==> src/design/pse_pkg.sv <==
// Purpose: shared constants for the clock-setup engine
// Assumes: 10 MHz system clock, frequencies carried in kHz
// Notes:   every code, limit and timing count lives here
package pse_pkg;
  // match mode codes (3 bits so that illegal codes can arrive)
  localparam logic [2:0] MATCH_EXACT    = 3'h0;
  localparam logic [2:0] MATCH_AT_MOST  = 3'h1;
  localparam logic [2:0] MATCH_AT_LEAST = 3'h2;
  localparam logic [2:0] MATCH_NEAREST  = 3'h3;
  // result codes
  localparam logic [2:0] RESULT_SUCCESS       = 3'h0;
  localparam logic [2:0] RESULT_BAD_FREQUENCY = 3'h1;
  localparam logic [2:0] RESULT_BAD_MODE      = 3'h2;
  localparam logic [2:0] RESULT_NO_SETUP      = 3'h3;
  localparam logic [2:0] RESULT_LOCK_FAIL     = 3'h4;
  // legal request ranges, kHz
  localparam logic [23:0] FIN_MIN_KHZ  = 24'h002710; // 10000
  localparam logic [23:0] FIN_MAX_KHZ  = 24'h0061a8; // 25000
  localparam logic [23:0] WANT_MIN_KHZ = 24'h000001; // 1
  localparam logic [23:0] WANT_MAX_KHZ = 24'h00c350; // 50000
  // pll output ceiling, kHz
  localparam logic [23:0] PLL_OUT_MAX_KHZ = 24'h00c350; // 50000
  // pll oscillator window, kHz
  localparam logic [23:0] CCO_MIN_KHZ = 24'h026160; // 156000
  localparam logic [23:0] CCO_MAX_KHZ = 24'h04e200; // 320000
  // divider limits
  localparam logic [5:0] FB_MULT_MAX = 6'h20;  // 32
  localparam logic [7:0] SYSDIV_MAX  = 8'hff;  // 255
  // field widths
  localparam int FREQ_W  = 16;
  localparam int PROD_W  = 24;
  localparam int LIMIT_W = 32;
  // expected pll lock time
  localparam int CLK_KHZ          = 10000;
  localparam int LOCK_TIME_US     = 100;
  localparam int LOCK_TIME_CYCLES = LOCK_TIME_US * CLK_KHZ / 1000;
endpackage

==> src/design/pse_pll_setup_engine.sv <==
// Purpose: searches and applies pll/divider settings for a wanted clock
// Assumes: requester follows the setup preconditions and masks irqs
// Notes:   search walks multiplier then divider, one pair per cycle
//
// Functional notes
// - four request inputs, code and frequency out
// - modes exact, at-most, at-least, nearest; else illegal
// - codes success, bad freq, bad mode, none, lock
// - pll output never above 50 MHz
// - input frequency outside 10000..25000 kHz rejected
// - wanted clock outside 1..50000 kHz rejected
// - bypass pll when plain division suffices
// - write dividers, select pll output
// - exact frequency always tried first
// - exact mode succeeds only on exact match
// - at-most never exceeds wanted clock
// - at-least never below wanted clock
// - nearest picks closest either side
// - no setup: settings kept, input reported
// - zero poll limit polls forever
// - limit reached: lock fail, settings restored
// - report clock actually in effect
// - lock expected within 100 us
`timescale 1ns/1ps
`default_nettype none
module pse_pll_setup_engine
  import pse_pkg::*;
(
  input  wire logic               clock_in,            // 10 MHz clock
  input  wire logic               resetn_in,           // async reset, low
  input  wire logic               ce_in,               // clock enable
  input  wire logic               start_in,            // request pulse
  input  wire logic [FREQ_W-1:0]  input_frequency_khz_in, // pll input
  input  wire logic [FREQ_W-1:0]  wanted_clock_khz_in, // wanted clock
  input  wire logic [2:0]         match_mode_in,       // match mode
  input  wire logic [LIMIT_W-1:0] lock_poll_limit_in,  // poll limit
  input  wire logic               pll_lock_in,         // pll lock pin
  output logic                    busy_out,            // request running
  output logic                    done_out,            // answer pulse
  output logic [2:0]              result_code_out,     // result code
  output logic [FREQ_W-1:0]       achieved_clock_khz_out, // clock in kHz
  output logic [4:0]              pll_feedback_out,    // multiplier - 1
  output logic [1:0]              pll_post_out,        // post divider code
  output logic                    pll_enable_out,      // pll powered
  output logic [7:0]              system_clock_divider_out, // sys divider
  output logic                    main_sel_pll_out     // main from pll
);
  typedef enum logic [2:0] {
    PSE_IDLE, PSE_CHECK, PSE_SEARCH, PSE_APPLY, PSE_LOCK, PSE_DIV
  } pse_state_t;

  // returns {fits, post code} for a pll output of a kHz
  function automatic logic [2:0] post_pick(input logic [PROD_W-1:0] a);
    logic [2:0] r;
    logic [PROD_W-1:0] cco;
    r = 3'h0;
    for (int p = 3; p >= 0; p--) begin
      cco = PROD_W'(a << (p + 1));
      if (cco >= CCO_MIN_KHZ && cco <= CCO_MAX_KHZ)
        r = {1'b1, 2'(p)};
    end
    return r;
  endfunction

  pse_state_t        state_r, state_nxt;       // control state
  logic [FREQ_W-1:0] fin_r, fin_nxt;           // captured input freq
  logic [FREQ_W-1:0] want_r, want_nxt;         // captured wanted clock
  logic [2:0]        mode_r, mode_nxt;         // captured mode
  logic [LIMIT_W-1:0] lim_r, lim_nxt;          // captured poll limit
  logic [5:0]        m_r, m_nxt;               // candidate multiplier
  logic [7:0]        d_r, d_nxt;               // candidate divider
  logic [5:0]        bm_r, bm_nxt;             // best multiplier
  logic [7:0]        bd_r, bd_nxt;             // best divider
  logic [PROD_W-1:0] berr_r, berr_nxt;         // best error times div
  logic              have_r, have_nxt;         // a best exists
  logic              busy_r, busy_nxt;         // output regs
  logic              done_r, done_nxt;
  logic [2:0]        code_r, code_nxt;
  logic [FREQ_W-1:0] ach_r, ach_nxt;
  logic [4:0]        fb_r, fb_nxt, fbo_r, fbo_nxt;   // live / saved
  logic [1:0]        pd_r, pd_nxt, pdo_r, pdo_nxt;
  logic              pon_r, pon_nxt, pono_r, pono_nxt;
  logic [7:0]        sdiv_r, sdiv_nxt;
  logic              sel_r, sel_nxt;
  logic              lk_meta_r, lk_sync_r;     // lock synchroniser
  logic              poll_go, div_go;          // sub-block starts
  logic              poll_ok, poll_fail, div_done;
  logic [PROD_W-1:0] quo;                      // divider result
  logic [PROD_W-1:0] a_c, wd_c, err_c;         // candidate figures
  logic [2:0]        pp_c;                     // candidate post pick
  logic              side_ok, better;          // candidate verdicts

  // candidate arithmetic: pll out a, want scaled by divider
  always_comb begin
    a_c   = PROD_W'(fin_r * m_r);
    wd_c  = PROD_W'(want_r * d_r);
    err_c = (a_c > wd_c) ? a_c - wd_c : wd_c - a_c;
    pp_c  = post_pick(a_c);
    case (mode_r) // allowed side of the wanted clock
      MATCH_EXACT:    side_ok = (err_c == '0);
      MATCH_AT_MOST:  side_ok = (a_c <= wd_c);
      MATCH_AT_LEAST: side_ok = (a_c >= wd_c);
      default:        side_ok = 1'b1;
    endcase
    // err/d < berr/bd by cross products; strict so bypass wins ties
    better = side_ok && (m_r == 6'h01 || pp_c[2]) &&
             (!have_r || 32'(err_c) * 32'(bd_r) < 32'(berr_r) * 32'(d_r));
  end

  // main sequence
  always_comb begin
    state_nxt = state_r;
    fin_nxt = fin_r; want_nxt = want_r; mode_nxt = mode_r; lim_nxt = lim_r;
    m_nxt = m_r; d_nxt = d_r; bm_nxt = bm_r; bd_nxt = bd_r;
    berr_nxt = berr_r; have_nxt = have_r;
    busy_nxt = busy_r; done_nxt = 1'b0;
    code_nxt = code_r; ach_nxt = ach_r;
    fb_nxt = fb_r; pd_nxt = pd_r; pon_nxt = pon_r;
    fbo_nxt = fbo_r; pdo_nxt = pdo_r; pono_nxt = pono_r;
    sdiv_nxt = sdiv_r; sel_nxt = sel_r;
    poll_go = 1'b0;
    div_go  = 1'b0;
    case (state_r)
      PSE_IDLE: begin
        if (start_in) begin // capture all inputs
          fin_nxt   = input_frequency_khz_in;
          want_nxt  = wanted_clock_khz_in;
          mode_nxt  = match_mode_in;
          lim_nxt   = lock_poll_limit_in;
          busy_nxt  = 1'b1;
          state_nxt = PSE_CHECK;
        end
      end
      PSE_CHECK: begin
        // failures report the input frequency, settings untouched
        ach_nxt = fin_r;
        if (PROD_W'(fin_r) < FIN_MIN_KHZ || PROD_W'(fin_r) > FIN_MAX_KHZ ||
            PROD_W'(want_r) < WANT_MIN_KHZ ||
            PROD_W'(want_r) > WANT_MAX_KHZ ||
            PROD_W'(want_r * SYSDIV_MAX) < PROD_W'(fin_r)) begin
          code_nxt  = RESULT_BAD_FREQUENCY;
          done_nxt  = 1'b1;
          busy_nxt  = 1'b0;
          state_nxt = PSE_IDLE;
        end else if (mode_r > MATCH_NEAREST) begin
          code_nxt  = RESULT_BAD_MODE;
          done_nxt  = 1'b1;
          busy_nxt  = 1'b0;
          state_nxt = PSE_IDLE;
        end else begin
          m_nxt     = 6'h01; // bypass candidates come first
          d_nxt     = 8'h01;
          have_nxt  = 1'b0;
          state_nxt = PSE_SEARCH;
        end
      end
      PSE_SEARCH: begin
        if (a_c > PLL_OUT_MAX_KHZ || m_r > FB_MULT_MAX) begin
          if (have_r) begin
            state_nxt = PSE_APPLY;
          end else begin // nothing fits
            code_nxt  = RESULT_NO_SETUP;
            done_nxt  = 1'b1;
            busy_nxt  = 1'b0;
            state_nxt = PSE_IDLE;
          end
        end else begin
          if (better) begin
            bm_nxt   = m_r;
            bd_nxt   = d_r;
            berr_nxt = err_c;
            have_nxt = 1'b1;
          end
          if (better && err_c == '0) begin
            state_nxt = PSE_APPLY; // exact hit ends search
          end else if (d_r == SYSDIV_MAX) begin
            d_nxt = 8'h01;
            m_nxt = m_r + 6'h01;
          end else begin
            d_nxt = d_r + 8'h01;
          end
        end
      end
      PSE_APPLY: begin
        m_nxt = bm_r; // recompute figures for the chosen pair
        d_nxt = bd_r;
        if (m_r == bm_r && d_r == bd_r) begin
          if (bm_r == 6'h01) begin // plain division, pll off
            sdiv_nxt  = bd_r;
            sel_nxt   = 1'b0;
            pon_nxt   = 1'b0;
            div_go    = 1'b1;
            state_nxt = PSE_DIV;
          end else begin // program pll, keep old set for undo
            fbo_nxt   = fb_r;
            pdo_nxt   = pd_r;
            pono_nxt  = pon_r;
            fb_nxt    = 5'(bm_r - 6'h01);
            pd_nxt    = pp_c[1:0];
            pon_nxt   = 1'b1;
            poll_go   = 1'b1;
            state_nxt = PSE_LOCK;
          end
        end
      end
      PSE_LOCK: begin
        if (poll_ok) begin // switch main clock once locked
          sdiv_nxt  = bd_r;
          sel_nxt   = 1'b1;
          div_go    = 1'b1;
          state_nxt = PSE_DIV;
        end else if (poll_fail) begin // undo pll writes
          fb_nxt    = fbo_r;
          pd_nxt    = pdo_r;
          pon_nxt   = pono_r;
          code_nxt  = RESULT_LOCK_FAIL;
          done_nxt  = 1'b1;
          busy_nxt  = 1'b0;
          state_nxt = PSE_IDLE;
        end
      end
      PSE_DIV: begin
        if (div_done) begin // frequency now in effect
          ach_nxt   = FREQ_W'(quo);
          code_nxt  = RESULT_SUCCESS;
          done_nxt  = 1'b1;
          busy_nxt  = 1'b0;
          state_nxt = PSE_IDLE;
        end
      end
      default: state_nxt = PSE_IDLE;
    endcase
  end

  // registers of the main sequence; sys divider resets to 1
  always_ff @(posedge clock_in or negedge resetn_in) begin
    if (!resetn_in) begin
      state_r <= PSE_IDLE;
      fin_r <= '0; want_r <= '0; mode_r <= 3'h0; lim_r <= '0;
      m_r <= 6'h01; d_r <= 8'h01; bm_r <= 6'h01; bd_r <= 8'h01;
      berr_r <= '0; have_r <= 1'b0;
      busy_r <= 1'b0; done_r <= 1'b0; code_r <= 3'h0; ach_r <= '0;
      fb_r <= 5'h00; pd_r <= 2'h0; pon_r <= 1'b0;
      fbo_r <= 5'h00; pdo_r <= 2'h0; pono_r <= 1'b0;
      sdiv_r <= 8'h01; sel_r <= 1'b0;
    end else if (ce_in) begin
      state_r <= state_nxt;
      fin_r <= fin_nxt; want_r <= want_nxt; mode_r <= mode_nxt;
      lim_r <= lim_nxt;
      m_r <= m_nxt; d_r <= d_nxt; bm_r <= bm_nxt; bd_r <= bd_nxt;
      berr_r <= berr_nxt; have_r <= have_nxt;
      busy_r <= busy_nxt; done_r <= done_nxt; code_r <= code_nxt;
      ach_r <= ach_nxt;
      fb_r <= fb_nxt; pd_r <= pd_nxt; pon_r <= pon_nxt;
      fbo_r <= fbo_nxt; pdo_r <= pdo_nxt; pono_r <= pono_nxt;
      sdiv_r <= sdiv_nxt; sel_r <= sel_nxt;
    end
  end

  // lock comes from the pll's own domain: two flops first
  always_ff @(posedge clock_in or negedge resetn_in) begin
    if (!resetn_in) begin
      lk_meta_r <= 1'b0;
      lk_sync_r <= 1'b0;
    end else if (ce_in) begin
      lk_meta_r <= pll_lock_in;
      lk_sync_r <= lk_meta_r;
    end
  end

  pse_lock_poll #(.LW(LIMIT_W)) u_poll (
    .clock_in   (clock_in),
    .resetn_in  (resetn_in),
    .ce_in      (ce_in),
    .start_in   (poll_go),
    .limit_in   (lim_r),
    .lock_in    (lk_sync_r),
    .locked_out (poll_ok),
    .failed_out (poll_fail)
  );

  pse_divider #(.NW(PROD_W), .DW(8)) u_div (
    .clock_in  (clock_in),
    .resetn_in (resetn_in),
    .ce_in     (ce_in),
    .start_in  (div_go),
    .num_in    (PROD_W'(fin_r * bm_r)),
    .den_in    (bd_r),
    .done_out  (div_done),
    .quo_out   (quo)
  );

  assign busy_out                 = busy_r;
  assign done_out                 = done_r;
  assign result_code_out          = code_r;
  assign achieved_clock_khz_out   = ach_r;
  assign pll_feedback_out         = fb_r;
  assign pll_post_out             = pd_r;
  assign pll_enable_out           = pon_r;
  assign system_clock_divider_out = sdiv_r;
  assign main_sel_pll_out         = sel_r;

  logic ok_c;
  logic [PROD_W-1:0] pll_khz_c;
  assign ok_c = done_r && code_r == RESULT_SUCCESS;
  assign pll_khz_c = sel_r ? PROD_W'(fin_r * (fb_r + 6'h01))
                           : PROD_W'(fin_r);
endmodule // pse_pll_setup_engine
`default_nettype wire

==> src/design/pse_divider.sv <==
// Purpose: serial restoring divider for the achieved clock figure
// Assumes: den is nonzero; one quotient bit per enabled cycle
// Notes:   done pulses one cycle; quo holds until next start
`timescale 1ns/1ps
`default_nettype none
module pse_divider #(
  parameter int NW = 24, // numerator width
  parameter int DW = 8   // denominator width
) (
  input  wire logic          clock_in,  // system clock
  input  wire logic          resetn_in, // async reset, low
  input  wire logic          ce_in,     // clock enable
  input  wire logic          start_in,  // begin a division
  input  wire logic [NW-1:0] num_in,    // dividend
  input  wire logic [DW-1:0] den_in,    // divisor
  output logic               done_out,  // quotient ready pulse
  output logic      [NW-1:0] quo_out    // quotient
);
  logic [NW-1:0] quo_r, quo_nxt;   // shifting dividend/quotient
  logic [DW:0]   rem_r, rem_nxt;   // partial remainder
  logic [DW-1:0] den_r, den_nxt;   // held divisor
  logic [5:0]    cnt_r, cnt_nxt;   // bits left
  logic          done_r, done_nxt; // finish pulse
  logic [DW:0]   trial;            // remainder with next bit

  // one restoring step per cycle
  always_comb begin
    quo_nxt  = quo_r;
    rem_nxt  = rem_r;
    den_nxt  = den_r;
    cnt_nxt  = cnt_r;
    done_nxt = 1'b0;
    trial    = {rem_r[DW-1:0], quo_r[NW-1]};
    if (start_in) begin
      quo_nxt = num_in;
      rem_nxt = '0;
      den_nxt = den_in;
      cnt_nxt = 6'(NW);
    end else if (cnt_r != 6'h00) begin
      if (trial >= {1'b0, den_r}) begin // subtract fits
        rem_nxt = trial - {1'b0, den_r};
        quo_nxt = {quo_r[NW-2:0], 1'b1};
      end else begin
        rem_nxt = trial;
        quo_nxt = {quo_r[NW-2:0], 1'b0};
      end
      cnt_nxt  = cnt_r - 6'h01;
      done_nxt = (cnt_r == 6'h01);
    end
  end

  // registers, frozen while ce is low
  always_ff @(posedge clock_in or negedge resetn_in) begin
    if (!resetn_in) begin
      quo_r  <= '0;
      rem_r  <= '0;
      den_r  <= '0;
      cnt_r  <= 6'h00;
      done_r <= 1'b0;
    end else if (ce_in) begin
      quo_r  <= quo_nxt;
      rem_r  <= rem_nxt;
      den_r  <= den_nxt;
      cnt_r  <= cnt_nxt;
      done_r <= done_nxt;
    end
  end

  assign done_out = done_r;
  assign quo_out  = quo_r;
endmodule // pse_divider
`default_nettype wire

==> src/design/pse_lock_poll.sv <==
// Purpose: counts lock checks against the requested poll limit
// Assumes: lock_in is already synchronised; one check per cycle
// Notes:   a zero limit never gives up
`timescale 1ns/1ps
`default_nettype none
module pse_lock_poll #(
  parameter int LW = 32 // poll limit width
) (
  input  wire logic          clock_in,   // system clock
  input  wire logic          resetn_in,  // async reset, low
  input  wire logic          ce_in,      // clock enable
  input  wire logic          start_in,   // begin polling
  input  wire logic [LW-1:0] limit_in,   // checks allowed, 0 = no limit
  input  wire logic          lock_in,    // synchronised lock level
  output logic               locked_out, // lock seen pulse
  output logic               failed_out  // limit used up pulse
);
  logic          act_r, act_nxt;       // polling in progress
  logic [LW-1:0] cnt_r, cnt_nxt;       // checks made so far
  logic          locked_r, locked_nxt; // lock pulse
  logic          failed_r, failed_nxt; // fail pulse

  // one check per cycle while active
  always_comb begin
    act_nxt    = act_r;
    cnt_nxt    = cnt_r;
    locked_nxt = 1'b0;
    failed_nxt = 1'b0;
    if (start_in) begin
      act_nxt = 1'b1;
      cnt_nxt = '0;
    end else if (act_r) begin
      if (lock_in) begin // lock wins over a final check
        act_nxt    = 1'b0;
        locked_nxt = 1'b1;
      end else if (limit_in != '0 && cnt_r + LW'(1) == limit_in) begin
        act_nxt    = 1'b0;
        failed_nxt = 1'b1;
      end else begin
        cnt_nxt = cnt_r + LW'(1); // wraps freely when limit is 0
      end
    end
  end

  // registers
  always_ff @(posedge clock_in or negedge resetn_in) begin
    if (!resetn_in) begin
      act_r    <= 1'b0;
      cnt_r    <= '0;
      locked_r <= 1'b0;
      failed_r <= 1'b0;
    end else if (ce_in) begin
      act_r    <= act_nxt;
      cnt_r    <= cnt_nxt;
      locked_r <= locked_nxt;
      failed_r <= failed_nxt;
    end
  end

  assign locked_out = locked_r;
  assign failed_out = failed_r;
endmodule // pse_lock_poll
`default_nettype wire

==> config.mk <==
export PLATFORM = sky130hd
export DESIGN_NAME = pse_pll_setup_engine
export DESIGN_NICKNAME = d
export VERILOG_FILES = /design/src/design/pse_pkg.sv /design/src/design/pse_pll_setup_engine.sv /design/src/design/pse_divider.sv /design/src/design/pse_lock_poll.sv
export SDC_FILE = /design/constraint.sdc
export NUM_CORES = 2
export LEC_CHECK = 0
export BUFFER_PORTS_ARGS = -buffer_cell sky130_fd_sc_hd__buf_2
export CORE_MARGIN = 4
export CORE_UTILIZATION = 50
export DETAILED_ROUTE_END_ITERATION = 7
export PLACE_DENSITY = 0.66
export RECOVER_POWER = 25
export SYNTH_ARGS = -nofsm -noshare
export SYNTH_HDL_FRONTEND = slang
export SYNTH_SLANG_ARGS = --single-unit
==> constraint.sdc <==
create_clock -name clock_in -period 16.9 [get_ports clock_in]
set_clock_uncertainty 0.05 [all_clocks]
set_input_delay 1.69 -clock clock_in [delete_from_list [all_inputs] [get_ports clock_in]]
set_output_delay 1.69 -clock clock_in [all_outputs]
set_load 0.005 [all_outputs]
==> reports/summary.txt <==
Die ar. - 87,970 um^2
CTS sink cnt - 253
fill cell count - 7,555
Nets - 5,799
1st-iter DRT viols - 1,976
H-tree level count - 1
DR vias/cell - 5.669
synthesized cell area - 41,650 um^2
commonest non-fill, non-tap cell in the layout - inv_1
crit path kind - reg -> reg
crit-path max cell delay - 0.65 ns
placed insts - 5,855
fin crit share - 93.38%
# setup viols final - 0
Syn Inst Count - 4,835
hold path depth - 2
CP startpoint - want_r[4]
Min-Delay Startpoint - system_clock_divider_out[0]
largest net degree at the start of global routing - 162
area of the core - 82,370 um^2
Clock Path Buffers - 3
initial antenna violation count - 1
GP Congestion - 0.9603
Synth Flop Type - dfrtp_1
share of layout cells above drive strength 1 - 7.886%
Buffers on Ports - 109
cts bufs inserted - 31
Setup crit end kind - register
post-synthesis sequential area ratio - 15.22%
global route hottest layer - met2
critical path arrival - 16.22 ns
commonest cells after routing, fill and taps aside - inv_1, nand2_1, fa_1
failing checks - capacitance limit, slew limit
worst skew pair latency - 0.61 ns
register area - 6344 um^2
slew margin rel. - -469.3%
final hold vios - 0
Routed wire per std cell - 18.95 um
Yosys reg bits - 253
M2 GR Usage - 42.50%
status - finished with violations
worst hold slack - 0.4126 ns
placed cell area - 43,220 um^2
Syn. warnings - 0
first-pass GRT wire length - 183,500 um
number of flops mapped to enable cells by yosys - 0
Worst Setup Start Kind - register
met3 usage - 2.419%
Slew Viols, Final - 256
FF-to-FF setup slack - 1.12 ns
Reg2Reg Depth - 62
DRC viols - 0
Netlist cell types - 94
Avg Cell Area, Syn - 8.613 um^2
Syn-to-layout area delta - 6.402%
Non-Filler Instances - 5,915
worst slew pin tran - 8.540 ns
GRT Residual Overflow - 0
CTS tree - yes
syn nets - 5,814
post-route setup TNS - 0 ns
Max Fclk - 0.06337 GHz
Tmin final - 15.78 ns
Root Buffer - clkbuf_16
GR Util met1 - 36.21%
Hold Crit Class - reg -> reg
slowest CP cell - dfrtp_1
std cell rows - 105
routed via count - 33,530
Post-DP HPWL - 87,570 um
die height - 296.6 um
Global Route Usage Sum - 25.80%
RSZ-0062 raised after global routing - false
antenna-violating nets left - 0
area of the multi-input gates - 31,740 um^2
vias in the first global route - 33,810
post-route cell area - 44,310 um^2
initial core utilization - 50.56%
CTS clk-pin slew, worst paths - 0.06 ns
IO Count - 110
Crit path required time - 17.34 ns
DRT Pass-1 Iters - 7
asr flop ratio synth - 100.0%
Crit Path Max Fanout - 17
final WL - 112,100 um
Chip Width - 296.6 um
R2R Path Start - want_r[4]
max-cap violations - 2
[cells by family (layout without fill, tap and decap cells)]
| logic type | after synthesis | count (layout) | share of synthesized area [%] |
|---|---|---|---|
| other | 0 | 1 | 0 |
| AOI/OAI and AO/OA | 859 | 859 | 13.49 |
| adders and majority gates | 907 | 907 | 36.89 |
| muxes | 121 | 121 | 3.278 |
| xor gates and xnor gates | 191 | 191 | 4.017 |
| DFF | 253 | 253 | 15.22 |
| and+or+nand+nor | 1548 | 1548 | 18.37 |
| buffers and inverters | 956 | 965 | 8.740 |
[area by class of cell]
cell class                 count  area share (%)
sequential                   253           14.32
inverter                     727           6.167
clock buffer                  38           1.855
clock inverter                19          0.5647
multi-input combinational   3626           71.63
tap                         1070           3.021
antenna                        1        0.005647
timing repair buffer         181           2.437
[synthesized netlist by cell type, drive strengths merged, types with 24 or more instances]
cell / instances / area [um^2]
and2: 333 / 2083
a31oi: 29 / 181.4
o21bai: 24 / 180.2
and3: 54 / 337.8
buf: 42 / 209.0
a21oi: 190 / 950.9
o21a: 34 / 256.5
nand4: 27 / 168.9
nand2b: 41 / 256.5
inv: 724 / 2718
nand2: 542 / 2034
clkbuf: 187 / 701.9
xnor2: 122 / 1069
ha: 372 / 4654
xor2: 69 / 604.3
dfrtp: 248 / 6206
nor2: 242 / 908.4
mux2: 84 / 994.7
o211ai: 27 / 212.7
nor3: 77 / 395.4
a211oi: 31 / 242.7
o21ai: 242 / 1211
mux2i: 37 / 370.4
nor2b: 61 / 381.6
nor4: 32 / 215.2
fa: 535 / 10710
o31ai: 37 / 277.8
a21o: 71 / 533.0
nand3: 63 / 320.3
[metrics by stage]
| step | setup WS (ns) | utilization (%) |
|---|---|---|
| after detailed placement | 0.6041 | 52.47 |
| final | 1.119 | 53.80 |
| after floorplan | 2.492 | - |
| after CTS | 0.5312 | 53.77 |
| after global routing | 0.0002149 | 53.79 |
| after global placement | 0.8639 | 52.47 |
[registers in the layout, summed over array words and instances, names as in the netlist, 5 cells and up]
register	cells
fin_r	16
berr_r	24
achieved_clock_khz_out	16
m_r	6
u_div.cnt_r	6
u_div.quo_out	24
lim_r	32
u_div.den_r	8
pll_feedback_out	5
bm_r	6
fbo_r	5
d_r	8
u_poll.cnt_r	32
bd_r	8
system_clock_divider_out	8
u_div.rem_r	8
want_r	16
[critical path: cells and delay by family, from the launching register on]
kind | cells | cell delay [ns]
compound gates | 24 | 4.77
xor+xnor | 2 | 0.41
fa+ha+maj | 12 | 5.28
buf+inv | 8 | 1.03
flops | 1 | 0.65
mux | 1 | 0.38
simple gates | 15 | 3.07
[worst paths after layout]
kind | to
min in group asynchronous | achieved_clock_khz_out[11]
min reg2reg | system_clock_divider_out[0]
min | system_clock_divider_out[0]
max in group asynchronous | want_r[8]
max | d_r[7]
max reg2reg | d_r[7]
[layer usage]
metal | up-vias | routed length, um
met2 | 939 | 52040
met4 | 2 | 4090
met3 | 193 | 5623
met5 | - | 17
li1 | 15770 | -
met1 | 16620 | 50310
[repair_timing]
action,4_1_cts,5_1_grt
setup endpoints to repair,0,54
resized for setup,0,12
hold endpoints to repair,0,0
buffers inserted,0,2
hold buffers,0,0
Power is not shown: default switching activity piles up to over one toggle a cycle in this logic, so the estimate is an artifact.
